<file path="src/hw/wdr_pkg.sv">
// Constants shared by the watchdog and reset-cause block.
package wdr_pkg;
  // ****************************************
  // Register map (byte addresses on APB)
  // ****************************************
  localparam logic [7:0] ADDR_CAUSE   = 8'h00;
  localparam logic [7:0] ADDR_CTRL    = 8'h04;
  localparam logic [7:0] ADDR_RESTART = 8'h08;
  localparam logic [7:0] ADDR_IRQ_ST  = 8'h0c;
  localparam logic [7:0] ADDR_IRQ_MSK = 8'h10;

  // ****************************************
  // Field layout
  // ****************************************
  localparam int FLAG_W       = 5;
  localparam int BIT_POR      = 0;
  localparam int BIT_PIN      = 1;
  localparam int BIT_BOD      = 2;
  localparam int BIT_WDOG     = 3;
  localparam int BIT_TEST     = 4;
  localparam int SEL_W        = 3;
  localparam int SEL_LSB      = 0;
  localparam int BIT_ENABLE   = 3;
  localparam int BIT_TURN_OFF = 4;
  localparam int RSVD_MSB     = 7;
  localparam int RSVD_LSB     = 5;

  // ****************************************
  // Reset values
  // ****************************************
  localparam logic [FLAG_W-1:0] CAUSE_RESET = 5'h01;
  localparam logic [FLAG_W-1:0] FLAGS_CLEAR = 5'h00;
  localparam logic [SEL_W-1:0]  SEL_RESET   = 3'h0;
  localparam logic [31:0]       DATA_ZERO   = 32'h0000_0000;

  // ****************************************
  // Timing
  // ****************************************
  localparam int CLK_HZ         = 25_000_000;
  localparam int OSC_HZ         = 1_000_000;
  localparam int TICK_DIV       = CLK_HZ / OSC_HZ;
  localparam int DIV_W          = 5;
  localparam int TURN_OFF_CYC   = 4;
  localparam int TOE_W          = 3;
  localparam int BASE_TIMEOUT   = 16_384;
  localparam int CNT_W          = 22;
endpackage

</file>
<file path="src/hw/wdr_wdog_counter.sv">
// Watchdog period counter, advanced by the oscillator-rate enable.
`timescale 1ns/1ps
module wdr_wdog_counter #(
  parameter int BASE_TIMEOUT = wdr_pkg::BASE_TIMEOUT
) (
  input  wire logic                     clk,        // main clock
  input  wire logic                     rst,        // async reset, high
  input  wire logic                     oscTick,    // oscillator-rate enable
  input  wire logic                     clear,      // restart from zero
  input  wire logic                     run,        // watchdog enabled
  input  wire logic [wdr_pkg::SEL_W-1:0] timeoutSel, // period code
  output logic                          expire,     // one-cycle timeout pulse
  output logic [wdr_pkg::CNT_W-1:0]     count       // current count
);
  logic [wdr_pkg::CNT_W-1:0] limit;
  logic                      atLimit;

  // Each code step doubles the period.
  assign limit   = wdr_pkg::CNT_W'(BASE_TIMEOUT) << timeoutSel;
  assign atLimit = (count == limit - wdr_pkg::CNT_W'(1));

  always_ff @(posedge clk or posedge rst) begin
    if (rst) begin
      count <= '0;
    end else if (clear || !run) begin
      count <= '0;
    end else if (oscTick) begin
      count <= atLimit ? '0 : count + wdr_pkg::CNT_W'(1);
    end
  end

  always_ff @(posedge clk or posedge rst) begin
    if (rst) begin
      expire <= 1'b0;
    end else begin
      expire <= run && !clear && oscTick && atLimit;
    end
  end
endmodule

</file>
<file path="src/hw/wdr_top.sv">
// Watchdog timer with guarded turn-off and reset-cause flags on APB.
`timescale 1ns/1ps
module wdr_top #(
  parameter int BASE_TIMEOUT = wdr_pkg::BASE_TIMEOUT
) (
  input  wire logic        ref_clk,      // 25 MHz main clock
  input  wire logic        rst,          // power-on reset, async, high
  input  wire logic        psel,         // APB select
  input  wire logic        penable,      // APB access phase
  input  wire logic        pwrite,       // APB write
  input  wire logic [7:0]  paddr,        // APB byte address
  input  wire logic [31:0] pwdata,       // APB write data
  output logic [31:0]      prdata,       // APB read data
  output logic             pready,       // APB ready
  output logic             pslverr,      // APB error on unmapped address
  input  wire logic        pinResetIn,   // external pin reset active
  input  wire logic        brownoutIn,   // brown-out reset active
  input  wire logic        testResetIn,  // test-port reset register holds one
  output logic             wdtResetOut,  // one-cycle watchdog reset pulse
  output logic             watchdogOn,   // watchdog enabled
  output logic             irq           // level interrupt
);
  // ****************************************
  // Declarations
  // ****************************************
  logic [wdr_pkg::FLAG_W-1:0]  cause;
  logic [wdr_pkg::FLAG_W-1:0]  causeSet;
  logic [wdr_pkg::FLAG_W-1:0]  causeClr;
  logic [wdr_pkg::FLAG_W-1:0]  irqStatus;
  logic [wdr_pkg::FLAG_W-1:0]  irqMask;
  logic [wdr_pkg::FLAG_W-1:0]  irqEvent;
  logic [wdr_pkg::FLAG_W-1:0]  irqClr;
  logic [wdr_pkg::SEL_W-1:0]   timeoutSel;
  logic [wdr_pkg::TOE_W-1:0]   toeCount;
  logic [wdr_pkg::DIV_W-1:0]   divCount;
  logic [wdr_pkg::CNT_W-1:0]   wdCount;
  logic [31:0]                 next_prdata;
  logic                        wdEnable;
  logic                        turnOffEnable;
  logic                        restartReq;
  logic                        oscTick;
  logic                        chipReset;
  logic                        pinPrev;
  logic                        bodPrev;
  logic                        testPrev;
  logic                        setupPhase;
  logic                        wrAccess;
  logic                        hitCause;
  logic                        hitCtrl;
  logic                        hitRestart;
  logic                        hitIrqSt;
  logic                        hitIrqMsk;
  logic                        mapped;
  logic                        wrCause;
  logic                        wrCtrl;
  logic                        wrRestart;
  logic                        wrIrqSt;
  logic                        wrIrqMsk;

  // ****************************************
  // APB decode
  // ****************************************
  // Registers answer with no wait states; read data is captured in the
  // setup cycle so that prdata always comes from a flip-flop.
  assign setupPhase = psel && !penable;
  assign wrAccess   = psel && penable && pwrite;
  assign hitCause   = (paddr == wdr_pkg::ADDR_CAUSE);
  assign hitCtrl    = (paddr == wdr_pkg::ADDR_CTRL);
  assign hitRestart = (paddr == wdr_pkg::ADDR_RESTART);
  assign hitIrqSt   = (paddr == wdr_pkg::ADDR_IRQ_ST);
  assign hitIrqMsk  = (paddr == wdr_pkg::ADDR_IRQ_MSK);
  assign mapped     = hitCause || hitCtrl || hitRestart || hitIrqSt || hitIrqMsk;
  assign wrCause    = wrAccess && hitCause;
  assign wrCtrl     = wrAccess && hitCtrl;
  assign wrRestart  = wrAccess && hitRestart;
  assign wrIrqSt    = wrAccess && hitIrqSt;
  assign wrIrqMsk   = wrAccess && hitIrqMsk;
  assign pready     = 1'b1;
  assign pslverr    = psel && penable && !mapped;

  always_comb begin
    next_prdata = wdr_pkg::DATA_ZERO;
    if (hitCause) begin
      next_prdata[wdr_pkg::FLAG_W-1:0] = cause;
    end else if (hitCtrl) begin
      // Upper control bits are left at zero.
      next_prdata[wdr_pkg::RSVD_MSB:wdr_pkg::RSVD_LSB] = '0;
      next_prdata[wdr_pkg::BIT_TURN_OFF]                = turnOffEnable;
      next_prdata[wdr_pkg::BIT_ENABLE]                  = wdEnable;
      next_prdata[wdr_pkg::SEL_LSB +: wdr_pkg::SEL_W]   = timeoutSel;
    end else if (hitIrqSt) begin
      next_prdata[wdr_pkg::FLAG_W-1:0] = irqStatus;
    end else if (hitIrqMsk) begin
      next_prdata[wdr_pkg::FLAG_W-1:0] = irqMask;
    end
  end

  always_ff @(posedge ref_clk or posedge rst) begin
    if (rst) begin
      prdata <= wdr_pkg::DATA_ZERO;
    end else if (setupPhase) begin
      prdata <= pwrite ? wdr_pkg::DATA_ZERO : next_prdata;
    end
  end

  // ****************************************
  // Reset sources
  // ****************************************
  // Any chip reset other than power-on; rst itself is the power-on reset.
  assign chipReset = pinResetIn || brownoutIn || testResetIn || wdtResetOut;

  always_ff @(posedge ref_clk or posedge rst) begin
    if (rst) begin
      pinPrev  <= 1'b0;
      bodPrev  <= 1'b0;
      testPrev <= 1'b0;
    end else begin
      pinPrev  <= pinResetIn;
      bodPrev  <= brownoutIn;
      testPrev <= testResetIn;
    end
  end

  // ****************************************
  // Reset-cause flags
  // ****************************************
  // Flags set while their source is active; a set in the same cycle as a
  // write of zero wins, so no reset can go unrecorded.
  always_comb begin
    causeSet                   = '0;
    causeSet[wdr_pkg::BIT_PIN]  = pinResetIn;
    causeSet[wdr_pkg::BIT_BOD]  = brownoutIn;
    causeSet[wdr_pkg::BIT_WDOG] = wdtResetOut;
    causeSet[wdr_pkg::BIT_TEST] = testResetIn;
  end

  assign causeClr = wrCause ? ~pwdata[wdr_pkg::FLAG_W-1:0] : '0;

  genvar gi;
  generate
    for (gi = 0; gi < wdr_pkg::FLAG_W; gi++) begin : g_flag
      always_ff @(posedge ref_clk or posedge rst) begin
        if (rst) begin
          cause[gi] <= wdr_pkg::CAUSE_RESET[gi];
        end else begin
          cause[gi] <= causeSet[gi] || (cause[gi] && !causeClr[gi]);
        end
      end
    end
  endgenerate

  // ****************************************
  // Watchdog control register
  // ****************************************
  always_ff @(posedge ref_clk or posedge rst) begin
    if (rst) begin
      timeoutSel <= wdr_pkg::SEL_RESET;
    end else if (chipReset) begin
      timeoutSel <= wdr_pkg::SEL_RESET;
    end else if (wrCtrl) begin
      // The period code takes even a write whose disable is refused.
      timeoutSel <= pwdata[wdr_pkg::SEL_LSB +: wdr_pkg::SEL_W];
    end
  end

  always_ff @(posedge ref_clk or posedge rst) begin
    if (rst) begin
      wdEnable <= 1'b0;
    end else if (chipReset) begin
      wdEnable <= 1'b0;
    end else if (wrCtrl) begin
      if (pwdata[wdr_pkg::BIT_ENABLE]) begin
        wdEnable <= 1'b1;
      end else if (turnOffEnable) begin
        wdEnable <= 1'b0;
      end
    end
  end

  // Writing zero to the turn-off bit has no effect; only time or a chip reset clears it.
  always_ff @(posedge ref_clk or posedge rst) begin
    if (rst) begin
      turnOffEnable <= 1'b0;
      toeCount      <= '0;
    end else if (chipReset) begin
      turnOffEnable <= 1'b0;
      toeCount      <= '0;
    end else if (wrCtrl && pwdata[wdr_pkg::BIT_TURN_OFF]) begin
      turnOffEnable <= 1'b1;
      toeCount      <= wdr_pkg::TOE_W'(wdr_pkg::TURN_OFF_CYC);
    end else if (toeCount != '0) begin
      toeCount <= toeCount - wdr_pkg::TOE_W'(1);
      if (toeCount == wdr_pkg::TOE_W'(1)) begin
        turnOffEnable <= 1'b0;
      end
    end
  end

  assign watchdogOn = wdEnable;

  // ****************************************
  // Oscillator-rate enable and restart
  // ****************************************
  // The watchdog rate is an enable from this divider, so restart and
  // timeout stay in one clock domain and need no synchroniser.
  always_ff @(posedge ref_clk or posedge rst) begin
    if (rst) begin
      divCount <= '0;
      oscTick  <= 1'b0;
    end else if (divCount == wdr_pkg::DIV_W'(wdr_pkg::TICK_DIV - 1)) begin
      divCount <= '0;
      oscTick  <= 1'b1;
    end else begin
      divCount <= divCount + wdr_pkg::DIV_W'(1);
      oscTick  <= 1'b0;
    end
  end

  always_ff @(posedge ref_clk or posedge rst) begin
    if (rst) begin
      restartReq <= 1'b0;
    end else begin
      restartReq <= wrRestart;
    end
  end

  wdr_wdog_counter #(
    .BASE_TIMEOUT(BASE_TIMEOUT)
  ) u_counter (
    .clk        (ref_clk),
    .rst        (rst),
    .oscTick    (oscTick),
    .clear      (restartReq || chipReset),
    .run        (wdEnable),
    .timeoutSel (timeoutSel),
    .expire     (wdtResetOut),
    .count      (wdCount)
  );

  // ****************************************
  // Interrupts
  // ****************************************
  always_comb begin
    irqEvent                    = '0;
    irqEvent[wdr_pkg::BIT_PIN]  = pinResetIn && !pinPrev;
    irqEvent[wdr_pkg::BIT_BOD]  = brownoutIn && !bodPrev;
    irqEvent[wdr_pkg::BIT_WDOG] = wdtResetOut;
    irqEvent[wdr_pkg::BIT_TEST] = testResetIn && !testPrev;
  end

  assign irqClr = wrIrqSt ? pwdata[wdr_pkg::FLAG_W-1:0] : '0;

  always_ff @(posedge ref_clk or posedge rst) begin
    if (rst) begin
      irqStatus <= wdr_pkg::FLAGS_CLEAR;
    end else begin
      irqStatus <= irqEvent | (irqStatus & ~irqClr);
    end
  end

  always_ff @(posedge ref_clk or posedge rst) begin
    if (rst) begin
      irqMask <= wdr_pkg::FLAGS_CLEAR;
    end else if (wrIrqMsk) begin
      irqMask <= pwdata[wdr_pkg::FLAG_W-1:0];
    end
  end

  assign irq = |(irqStatus & irqMask);
endmodule

</file>
<file path="config.mk">
export PLATFORM = sky130hd
export DESIGN_NAME = wdr_top
export DESIGN_NICKNAME = d
export VERILOG_FILES = /design/src/hw/wdr_pkg.sv /design/src/hw/wdr_wdog_counter.sv /design/src/hw/wdr_top.sv
export SDC_FILE = /design/constraint.sdc
export NUM_CORES = 1
export LEC_CHECK = 0
export ABC_AREA = 0
export BUFFER_PORTS_ARGS = -buffer_cell sky130_fd_sc_hd__buf_2
export CAP_MARGIN = 20
export CORE_UTILIZATION = 28
export CTS_CLUSTER_SIZE = 40
export DETAILED_ROUTE_END_ITERATION = 7
export GPL_TIMING_DRIVEN = 0
export SLEW_MARGIN = 20
export SYNTH_ARGS = -nofsm -noshare
export SYNTH_HDL_FRONTEND = slang
export SYNTH_HIERARCHICAL = 1
export SYNTH_SLANG_ARGS = --single-unit
</file>
<file path="constraint.sdc">
create_clock -name ref_clk -period 2.8 [get_ports ref_clk]
set_input_delay 0.14 -clock ref_clk [delete_from_list [all_inputs] [get_ports ref_clk]]
set_output_delay 0.14 -clock ref_clk [all_outputs]
set_load 0.05 [all_outputs]
</file>
==> results of run 1 <==
-- cells by family (layout without fill, tap and decap cells) --
family | Yosys count | in the layout | synth area share (%)
multiplexers | 9 | 9 | 2.77
AND/OR/NAND/NOR | 148 | 148 | 24.4
buffers and inverters | 57 | 107 | 9.70
adder cells (fa/ha/maj) | 6 | 6 | 2.16
XOR/XNOR | 11 | 11 | 2.77
other | 2 | 28 | 0.216
AO/OA/AOI/OAI | 72 | 72 | 14.1
flip-flops | 61 | 61 | 43.9
-- what timing repair did --
item / CTS / global route
endpoints found under the hold margin: 40 / 0
hold buffers: 4 / 0
setup endpoints to repair: 0 / 4
buffers inserted: 0 / 0
resized for setup: 0 / 5
-- power by group --
group	leakage, nW	internal (mW)	switching (mW)	total (mW)
Clock	0.163	0.824	0.381	1.20
Combinational	0.985	0.0580	0.149	0.207
Sequential	0.796	0.887	0.00179	0.889
Total	1.94	1.77	0.531	2.30
-- cell type report --
type,count,area share (%)
clock inverters,4,1.62
inverters,14,1.22
flip-flops and latches,61,35.3
clock buffers,12,5.93
multi-input cells,274,39.7
well taps,168,4.86
plain buffers,43,6.63
repair buffers,34,4.75
-- Yosys cell counts (2+ instances only) --
cell type | n | area share, %
or2_2 | 2 | 0.36
nand3_1 | 17 | 2.4
nand4_1 | 14 | 2.5
nor2b_1 | 3 | 0.54
a2bb2oi_1 | 4 | 1.0
and4_1 | 2 | 0.50
mux2_2 | 5 | 1.6
and3b_1 | 3 | 0.75
a21oi_1 | 12 | 1.7
and3_1 | 7 | 1.3
buf_2 | 3 | 0.43
a22o_1 | 4 | 1.0
buf_4 | 28 | 6.0
ha_1 | 6 | 2.2
nor3_1 | 2 | 0.29
and4b_1 | 2 | 0.57
nand2_1 | 34 | 3.7
a21o_2 | 2 | 0.50
a22oi_1 | 6 | 1.3
xor2_1 | 7 | 1.8
nor4_1 | 3 | 0.54
buf_6 | 2 | 0.65
o21ai_0 | 20 | 2.9
o311ai_0 | 4 | 1.0
nor3_2 | 3 | 0.86
dfrtp_1 | 60 | 43
conb_1 | 2 | 0.22
or3_1 | 6 | 1.1
xnor2_1 | 4 | 1.0
nand2b_1 | 14 | 2.5
a31oi_1 | 4 | 0.72
inv_1 | 14 | 1.5
nand4b_1 | 2 | 0.50
mux2i_1 | 4 | 1.1
nor2_1 | 23 | 2.5
nor4_4 | 2 | 1.2
a311oi_1 | 2 | 0.50
clkbuf_1 | 10 | 1.1
-- worst min-delay path by stage --
stage	startpoint	to	slack, ps	cells after the start
6_report	brownoutIn	cause[2]	70	2
5_1_grt	brownoutIn	cause[2]	80	2
4_1_cts	brownoutIn	cause[2]	60	2
3_5_place_dp	rst	oscTick	60	2
3_3_place_gp	pinResetIn	pinPrev	300	1
2_1_floorplan	rst	u_counter/count[0]	140	1
-- flip-flops by register name (all words and copies together) (netlist names), 3 cells and up --
name and cells:
timeoutSel 3, irqMask 5, divCount 5, toeCount 3, irqStatus 5, cause 5, prdata 5, u_counter/count 22
-- critical path: cells and delay by family --
family	cells	cell delay (ps)
AOI/OAI and AO/OA	1	360
and+or+nand+nor	4	1160
buffers and inverters	4	1130
-- per-stage QoR --
step                std cells  hold slack (ps)
detailed placement        590             60.0
finish                    610             70.9
CTS                       610             56.1
global route              610             80.6
global placement          589              296
floorplan                 392              142
-- routing by layer --
metal  wire [um]  GRT usage, %
met1        3630          16.7
met2        3630          21.9
met3         410          4.14
met4         210          7.28
met5           0             0
==> flow_metrics.py, run 1 <==
metrics = {
    "outcome": {
        "status": "complete, no violations",
    },
    "worst_setup_path": {
        "worstReg2RegStart": "u_counter/expire",
        "max_stage_delay_ps": 530,
        "crit_end": "u_counter/count[17]",
        "rr_worst_depth": 7,
        "crit_chain": "dlygate4sd3_1 -> buf_2 -> or4_1 -> clkbuf_1 -> or2_2 -> nor2b_1 -> clkbuf_2 -> nand3_1 -> o311ai_0",
        "crit_path_max_fanout": 10,
        "cp-startpoint": "pinResetIn",
        "cp_slowest_cell": "dlygate4sd3_1",
        "reg2reg_to": "u_counter/count[17]",
        "cp.arrival_ps": 2790,
        "rrSetupSlack_ps": 360,
        "path_class": "primary input to flip-flop",
        "cp-start-kind": "primary input",
        "end_kind": "flip-flop",
        "critPathRequiredTime_ps": 3020,
    },
    "final_layout": {
        "area_growth_pct": 24.1,
        "regArea_um2": 1530,
        "finish.utilization_pct": 35.8,
        "drive_gt1_share_pct": 23.1,
        "antenna-diode-count": 0,
        "nets": 491,
        "layout_common_cells": "60 x dfrtp_1, 34 x nand2_1, 32 x buf_2",
        "multiInputGateArea_um2": 1710,
        "final_area_um2": 4320,
        "fillers": 1232,
        "layout_commonest_cell": "dfrtp_1",
    },
    "placed_design": {
        "place.port_buffers": 29,
        "gp_congestion": 0.864,
        "dp_hpwl_um": 5670,
        "preCtsSetupSlack_ps": 157,
        "place_area_um2": 3960,
    },
    "global_route": {
        "track_usage_pct": 13.7,
        "overflow": 0,
        "grt_max_degree": 35,
        "antenna_found_initial": 0,
        "grt_pass1_vias": 2838,
        "grt_pass1_wl_um": 13700,
    },
    "drt": {
        "drtIter0Drc": 163,
        "num_vias": 2885,
        "dr.pass1.iters": 5,
        "ant_nets": 0,
        "vias_per_cell": 4.73,
        "wirelength_um": 7890,
        "drc": 0,
        "wire_per_inst_um": 12.9,
    },
    "timing": {
        "relSlewSlack_pct": 39.2,
        "period_share_pct": 91.6,
        "slew_violations": 0,
        "layout_min_cycle_time_ps": 2570,
        "fmax_mhz": 390,
        "tightest_slew_ps": 911,
        "final-setup-viol-count": 0,
        "finClkSkew_ps": 4.42,
        "rsz0062_at_grt": "no",
        "setup_slack_ps": 234,
        "tns_ps": 0,
        "finalHoldViolCount": 0,
    },
    "floorplan": {
        "dieArea_um2": 12900,
        "fp-row-count": 40,
        "start_util_pct": 28.9,
        "ios": 85,
        "core_um2": 12100,
        "die_w_um": 114,
        "die_h_um": 114,
    },
    "pwr": {
        "power_density_nw_per_um2": 532,
        "cellLeakagePower_nw": 1.94,
        "ir_drop_uv": 262,
        "p_total_mw": 2.30,
    },
    "flow_run": {
        "cap_violations": 0,
    },
    "clocking": {
        "cts_tree": "built",
        "path_clk_slew_ps": 50,
        "clockBufferDepth": 2,
        "clock_latency_ps": 330,
        "clock_sinks": 61,
        "numCtsBuffers": 9,
        "cts-root-buf": "clkbuf_16",
        "ctsHtreeMaxLevel": 3,
    },
    "synthesis": {
        "synth_area_um2": 3480,
        "avgSynthCellArea_um2": 9.51,
        "ys_ff_latch": 61,
        "syn-instance-count": 366,
        "yosysUniqueCellTypes": 62,
        "synthArstFlopShare_pct": 100,
        "synth_edf_count": 0,
        "seq_area_frac_synth_pct": 43.9,
        "ys.flop_type": "dfrtp_1",
        "yosys_warnings": 6,
    },
    "worst_hold_path": {
        "worstHoldPathType": "primary input to flip-flop",
    },
}
(Power assumes the default switching activity.)
==> inputs of run 2 (changes only) <==
Settings changed: CORE_MARGIN set to 5, GPL_TIMING_DRIVEN 0 to not set.
==> flow_metrics.py, run 2 (synthesis gave the netlist of run 1 again) <==
metrics = {
    "drt": {
        "wire_per_inst_um": 13.5,
        "dr.pass1.iters": 4,
        "num_vias": 2686,
        "ant_nets": 0,
        "drc": 0,
        "wirelength_um": 7690,
        "drtIter0Drc": 177,
        "vias_per_cell": 4.70,
    },
    "final_layout": {
        "antenna-diode-count": 0,
        "layout_commonest_cell": "dfrtp_1",
        "layout_common_cells": "60 x dfrtp_1, 34 x nand2_1, 29 x buf_2",
        "final_area_um2": 4040,
        "final_cells": 571,
        "drive_gt1_share_pct": 17.9,
        "regMostFlops": "u_counter/count",
        "largest_reg_flops": 22,
        "area_growth_pct": 16.0,
        "nets": 452,
    },
    "placed_design": {
        "place_area_um2": 3690,
        "place.port_buffers": 29,
        "preCtsSetupSlack_ps": 631,
        "gp_congestion": 0.811,
        "place_inst": 551,
        "dp_hpwl_um": 5540,
    },
    "pwr": {
        "comb_power_share_pct": 7.9,
        "power_density_nw_per_um2": 542,
        "p_sw_share_pct": 23.7,
        "clkPwrFrac_pct": 51.5,
        "p_total_mw": 2.19,
        "intPower_mw": 1.67,
        "cellLeakagePower_nw": 1.76,
        "seqPwrFrac_pct": 40.6,
        "ir_drop_uv": 312,
        "p_sw_uw": 519,
    },
    "clocking": {
        "clock_sinks": 61,
        "cts-root-buf": "clkbuf_16",
        "numCtsBuffers": 9,
        "cts_resized": 0,
        "clock_latency_ps": 330,
        "clockBufferDepth": 2,
        "cts_tree": "built",
        "ctsHtreeMaxLevel": 3,
        "path_clk_slew_ps": 50,
    },
    "worst_setup_path": {
        "critPathRequiredTime_ps": 3000,
        "cp_top_family": "simple AND/OR/NAND/NOR gates",
        "cp-start-kind": "primary input",
        "cp_slowest_cell": "or4_1",
        "crit_chain": "dlygate4sd3_1 -> buf_2 -> or4_1 -> or2_2 -> nor2b_1 -> nand3_1 -> o311ai_0",
        "path_buf_inv": 2,
        "end_kind": "flip-flop",
        "max_stage_delay_ps": 560,
        "crit_path_max_fanout": 5,
        "cp.arrival_ps": 2490,
        "path_class": "primary input to flip-flop",
    },
    "global_route": {
        "grt_pass1_vias": 2552,
        "antenna_found_initial": 0,
        "grt_pass1_wl_um": 12900,
        "overflow": 0,
        "track_usage_pct": 11.1,
        "grt_max_degree": 39,
    },
    "timing": {
        "finClkSkew_ps": 6.11,
        "period_share_pct": 81.7,
        "tightest_slew_ps": 884,
        "rsz0062_at_grt": "no",
        "final-setup-viol-count": 0,
        "fmax_mhz": 437,
        "slew_violations": 0,
        "setup_slack_ps": 512,
        "finalHoldViolCount": 0,
        "layout_min_cycle_time_ps": 2290,
        "relSlewSlack_pct": 41.0,
        "tns_ps": 0,
    },
    "floorplan": {
        "dieArea_um2": 14800,
        "start_util_pct": 28.8,
        "ios": 85,
        "die_w_um": 122,
        "die_h_um": 122,
        "fp-row-count": 40,
        "core_um2": 12100,
    },
    "worst_hold_path": {
        "worstHoldPathType": "primary input to flip-flop",
    },
    "flow_run": {
        "cap_violations": 0,
    },
    "outcome": {
        "status": "complete, no violations",
    },
}
==> run 2: final cells by class <==
cell class	count	area (um2)
Clock buffer	12	267
Clock inverter	4	45.0
Fill cell	1288	8070
Inverter	14	52.6
Multi-Input combinational cell	274	1710
Sequential cell	61	1530
Tap cell	168	210
Timing Repair Buffer	38	223
==> run 2: power by group through the flow <==
stage	Combinational, mW	Sequential (mW)	Clock [mW]
floorplan	0.158	0.904	0
global placement	0.168	0.903	0
finish	0.173	0.889	1.13
CTS	0.174	0.888	1.17
detailed placement	0.169	0.903	0
global route	0.187	0.888	1.21
==> run 2: worst register-to-register path: stages (launching register included) <==
cell and delay [ps]:
dfrtp_1 440, nand3_2 130, or2_1 290, nor3_2 280
nand4b_1 320, buf_4 280, a31oi_1 160, o22ai_1 90
==> run 2: through the flow <==
step	hold WS, ps	util, %
after global routing	90.0	33.3
after floorplan	142	-
after detailed placement	302	30.4
final	87.2	33.3
after CTS	69.6	33.3
after global placement	299	30.4
==> run 2: final timing paths <==
| kind | end | cells past startpoint | slack [ps] | from |
|---|---|---|---|---|
| worst max-delay path | u_counter/count[13] | 7 | 510 | brownoutIn |
| max in group asynchronous | u_counter/count[12] | 3 | 1690 | rst |
| worst min register to register | cause[0] | 1 | 450 | cause[0] |
| worst max register to register | u_counter/count[15] | 7 | 680 | u_counter/count[8] |
| min in group asynchronous | divCount[4] | 4 | 480 | rst |
| worst min-delay path | watchdogOn | 3 | 90 | pwdata[3] |
==> run 2: timing repair <==
action                                 CTS  global route
endpoints found under the hold margin   40             0
setup buffers                            0             0
hold buffers                             4             0
==> run 2: layer usage <==
layer	up-vias	global-route usage (%)	share of wire (%)	wire, um
li1	1328	-	-	-
met1	1277	14.2	45	3450
met2	76	17.3	47	3580
met3	5	4.29	7.4	568
met4	0	3.15	1.1	85
met5	-	0	0	0
==> inputs of run 3 (changes only) <==
Clock period 2.8 ns to 2 ns, I/O delays scaled along.
==> flow_metrics.py, run 3 (synthesis gave the netlist of run 1 again) <==
metrics = {
    "final_layout": {
        "fillers": 1242,
        "antenna-diode-count": 0,
        "area_growth_pct": 19.9,
        "largest_reg_flops": 22,
        "layout_common_cells": "58 x dfrtp_1, 34 x nand2_1, 29 x buf_2",
        "regMostFlops": "u_counter/count",
        "drive_gt1_share_pct": 23.4,
        "layout_commonest_cell": "dfrtp_1",
        "nets": 467,
    },
    "timing": {
        "finalHoldViolCount": 0,
        "setup_slack_ps": 85.6,
        "slew_violations": 0,
        "final-setup-viol-count": 0,
        "period_share_pct": 95.7,
        "tns_ps": 0,
        "fmax_mhz": 522,
        "layout_min_cycle_time_ps": 1910,
        "finClkSkew_ps": 4.93,
    },
    "clocking": {
        "numCtsBuffers": 9,
        "clock_latency_ps": 330,
        "ctsHtreeMaxLevel": 3,
        "cts_tree": "built",
        "clockBufferDepth": 2,
        "clock_sinks": 61,
        "path_clk_slew_ps": 50,
        "cts-root-buf": "clkbuf_16",
    },
    "global_route": {
        "overflow": 0,
        "grt_pass1_vias": 2730,
        "track_usage_pct": 11.2,
        "antenna_found_initial": 0,
        "grt_max_degree": 39,
        "grt_pass1_wl_um": 13300,
    },
    "worst_setup_path": {
        "end_kind": "flip-flop",
        "path_class": "flip-flop to flip-flop",
        "cp.arrival_ps": 2130,
        "crit_path_max_fanout": 7,
        "critPathRequiredTime_ps": 2220,
        "cp-start-kind": "flip-flop",
    },
    "pwr": {
        "clkPwrFrac_pct": 47.9,
        "p_sw_uw": 746,
        "cellLeakagePower_nw": 1.84,
        "intPower_mw": 2.11,
        "seqPwrFrac_pct": 43.5,
        "power_density_nw_per_um2": 684,
        "comb_power_share_pct": 8.6,
        "ir_drop_uv": 375,
        "p_sw_share_pct": 26.1,
    },
    "floorplan": {
        "core_um2": 12100,
        "die_h_um": 122,
        "fp-row-count": 40,
        "dieArea_um2": 14800,
        "ios": 85,
        "start_util_pct": 28.8,
        "die_w_um": 122,
    },
    "drt": {
        "drtIter0Drc": 154,
        "dr.pass1.iters": 4,
        "drc": 0,
        "wire_per_inst_um": 13.6,
        "vias_per_cell": 4.85,
        "num_vias": 2840,
        "ant_nets": 0,
        "wirelength_um": 7980,
    },
    "flow_run": {
        "cap_violations": 0,
    },
    "outcome": {
        "status": "complete, no violations",
    },
    "placed_design": {
        "dp_hpwl_um": 5780,
        "preCtsSetupSlack_ps": 55.1,
        "place.port_buffers": 29,
        "gp_congestion": 0.813,
    },
    "worst_hold_path": {
        "worstHoldPathType": "primary input to flip-flop",
    },
}
run 3: cell types whose count changed in the layout (fill, tap and decap cells not counted), moves of 3 or more:
cell and change:
buf_4 +15, a21oi_1 -4, a21oi_2 +4, o311ai_0 -4, clkbuf_8 -3, clkinvlp_4 +3
run 3: final cells by class:
type	count	area (um2)	area share, %
multi-input cells	274	1780	42.6
flip-flops and latches	61	1530	36.6
repair buffers	53	335	8.03
clock buffers	9	225	5.39
well taps	168	210	5.03
inverters	14	52.6	1.26
clock inverters	7	42.5	1.02
run 3: metal layers:
| layer | part of all wire (%) | track usage, % | vias to the layer above |
|---|---|---|---|
| met5 | 0 | 0 | - |
| met4 | 2.2 | 4.97 | 0 |
| met3 | 5.3 | 2.61 | 12 |
| met2 | 48 | 18.3 | 82 |
| met1 | 45 | 14.0 | 1386 |
| li1 | - | - | 1360 |
run 3: power groups by stage:
stage          clock network [mW]  registers (mW)  logic, mW
2_1_floorplan                   0            1.27      0.224
3_3_place_gp                    0            1.26      0.237
3_5_place_dp                    0            1.26      0.239
4_1_cts                      1.40            1.24      0.245
5_1_grt                      1.46            1.24      0.264
6_report                     1.37            1.24      0.245
run 3: repair_timing:
| item | 4_1_cts | 5_1_grt |
|---|---|---|
| hold buffers | 4 | 0 |
| setup endpoints to repair | 0 | 6 |
| setup buffers | 0 | 5 |
| endpoints found under the hold margin | 63 | 0 |
| resized for setup | 0 | 4 |
run 3: path summary, 6_finish.rpt:
check,cells past startpoint,slack [ps],startpoint,endpoint
max,6,90,u_counter/expire,u_counter/count[19]
min,2,20,pinResetIn,cause[1]
max reg2reg,6,90,u_counter/expire,u_counter/count[19]
min reg2reg,1,470,cause[0],cause[0]
max in group asynchronous,4,1190,rst,timeoutSel[2]
min in group asynchronous,4,360,rst,u_counter/count[10]
run 3: worst max-delay path: stages (launching register included):
cell      delay (ps)
dfrtp_2          430
or4_1            500
or2_4            250
nor2b_1          110
buf_4            170
nand3_4          110
o311ai_1         260
run 3: through the flow:
stage	std cells	cell area, um2	hold WS [ps]	utilization, %	total power [mW]
after floorplan	392	3670	102	-	1.49
after detailed placement	561	3810	175	31.4	1.50
after global routing	586	4180	40.1	34.5	2.97
after global placement	561	3810	173	31.4	1.50
final	586	4180	23.2	34.5	2.86
after CTS	581	4120	24.2	34.0	2.89
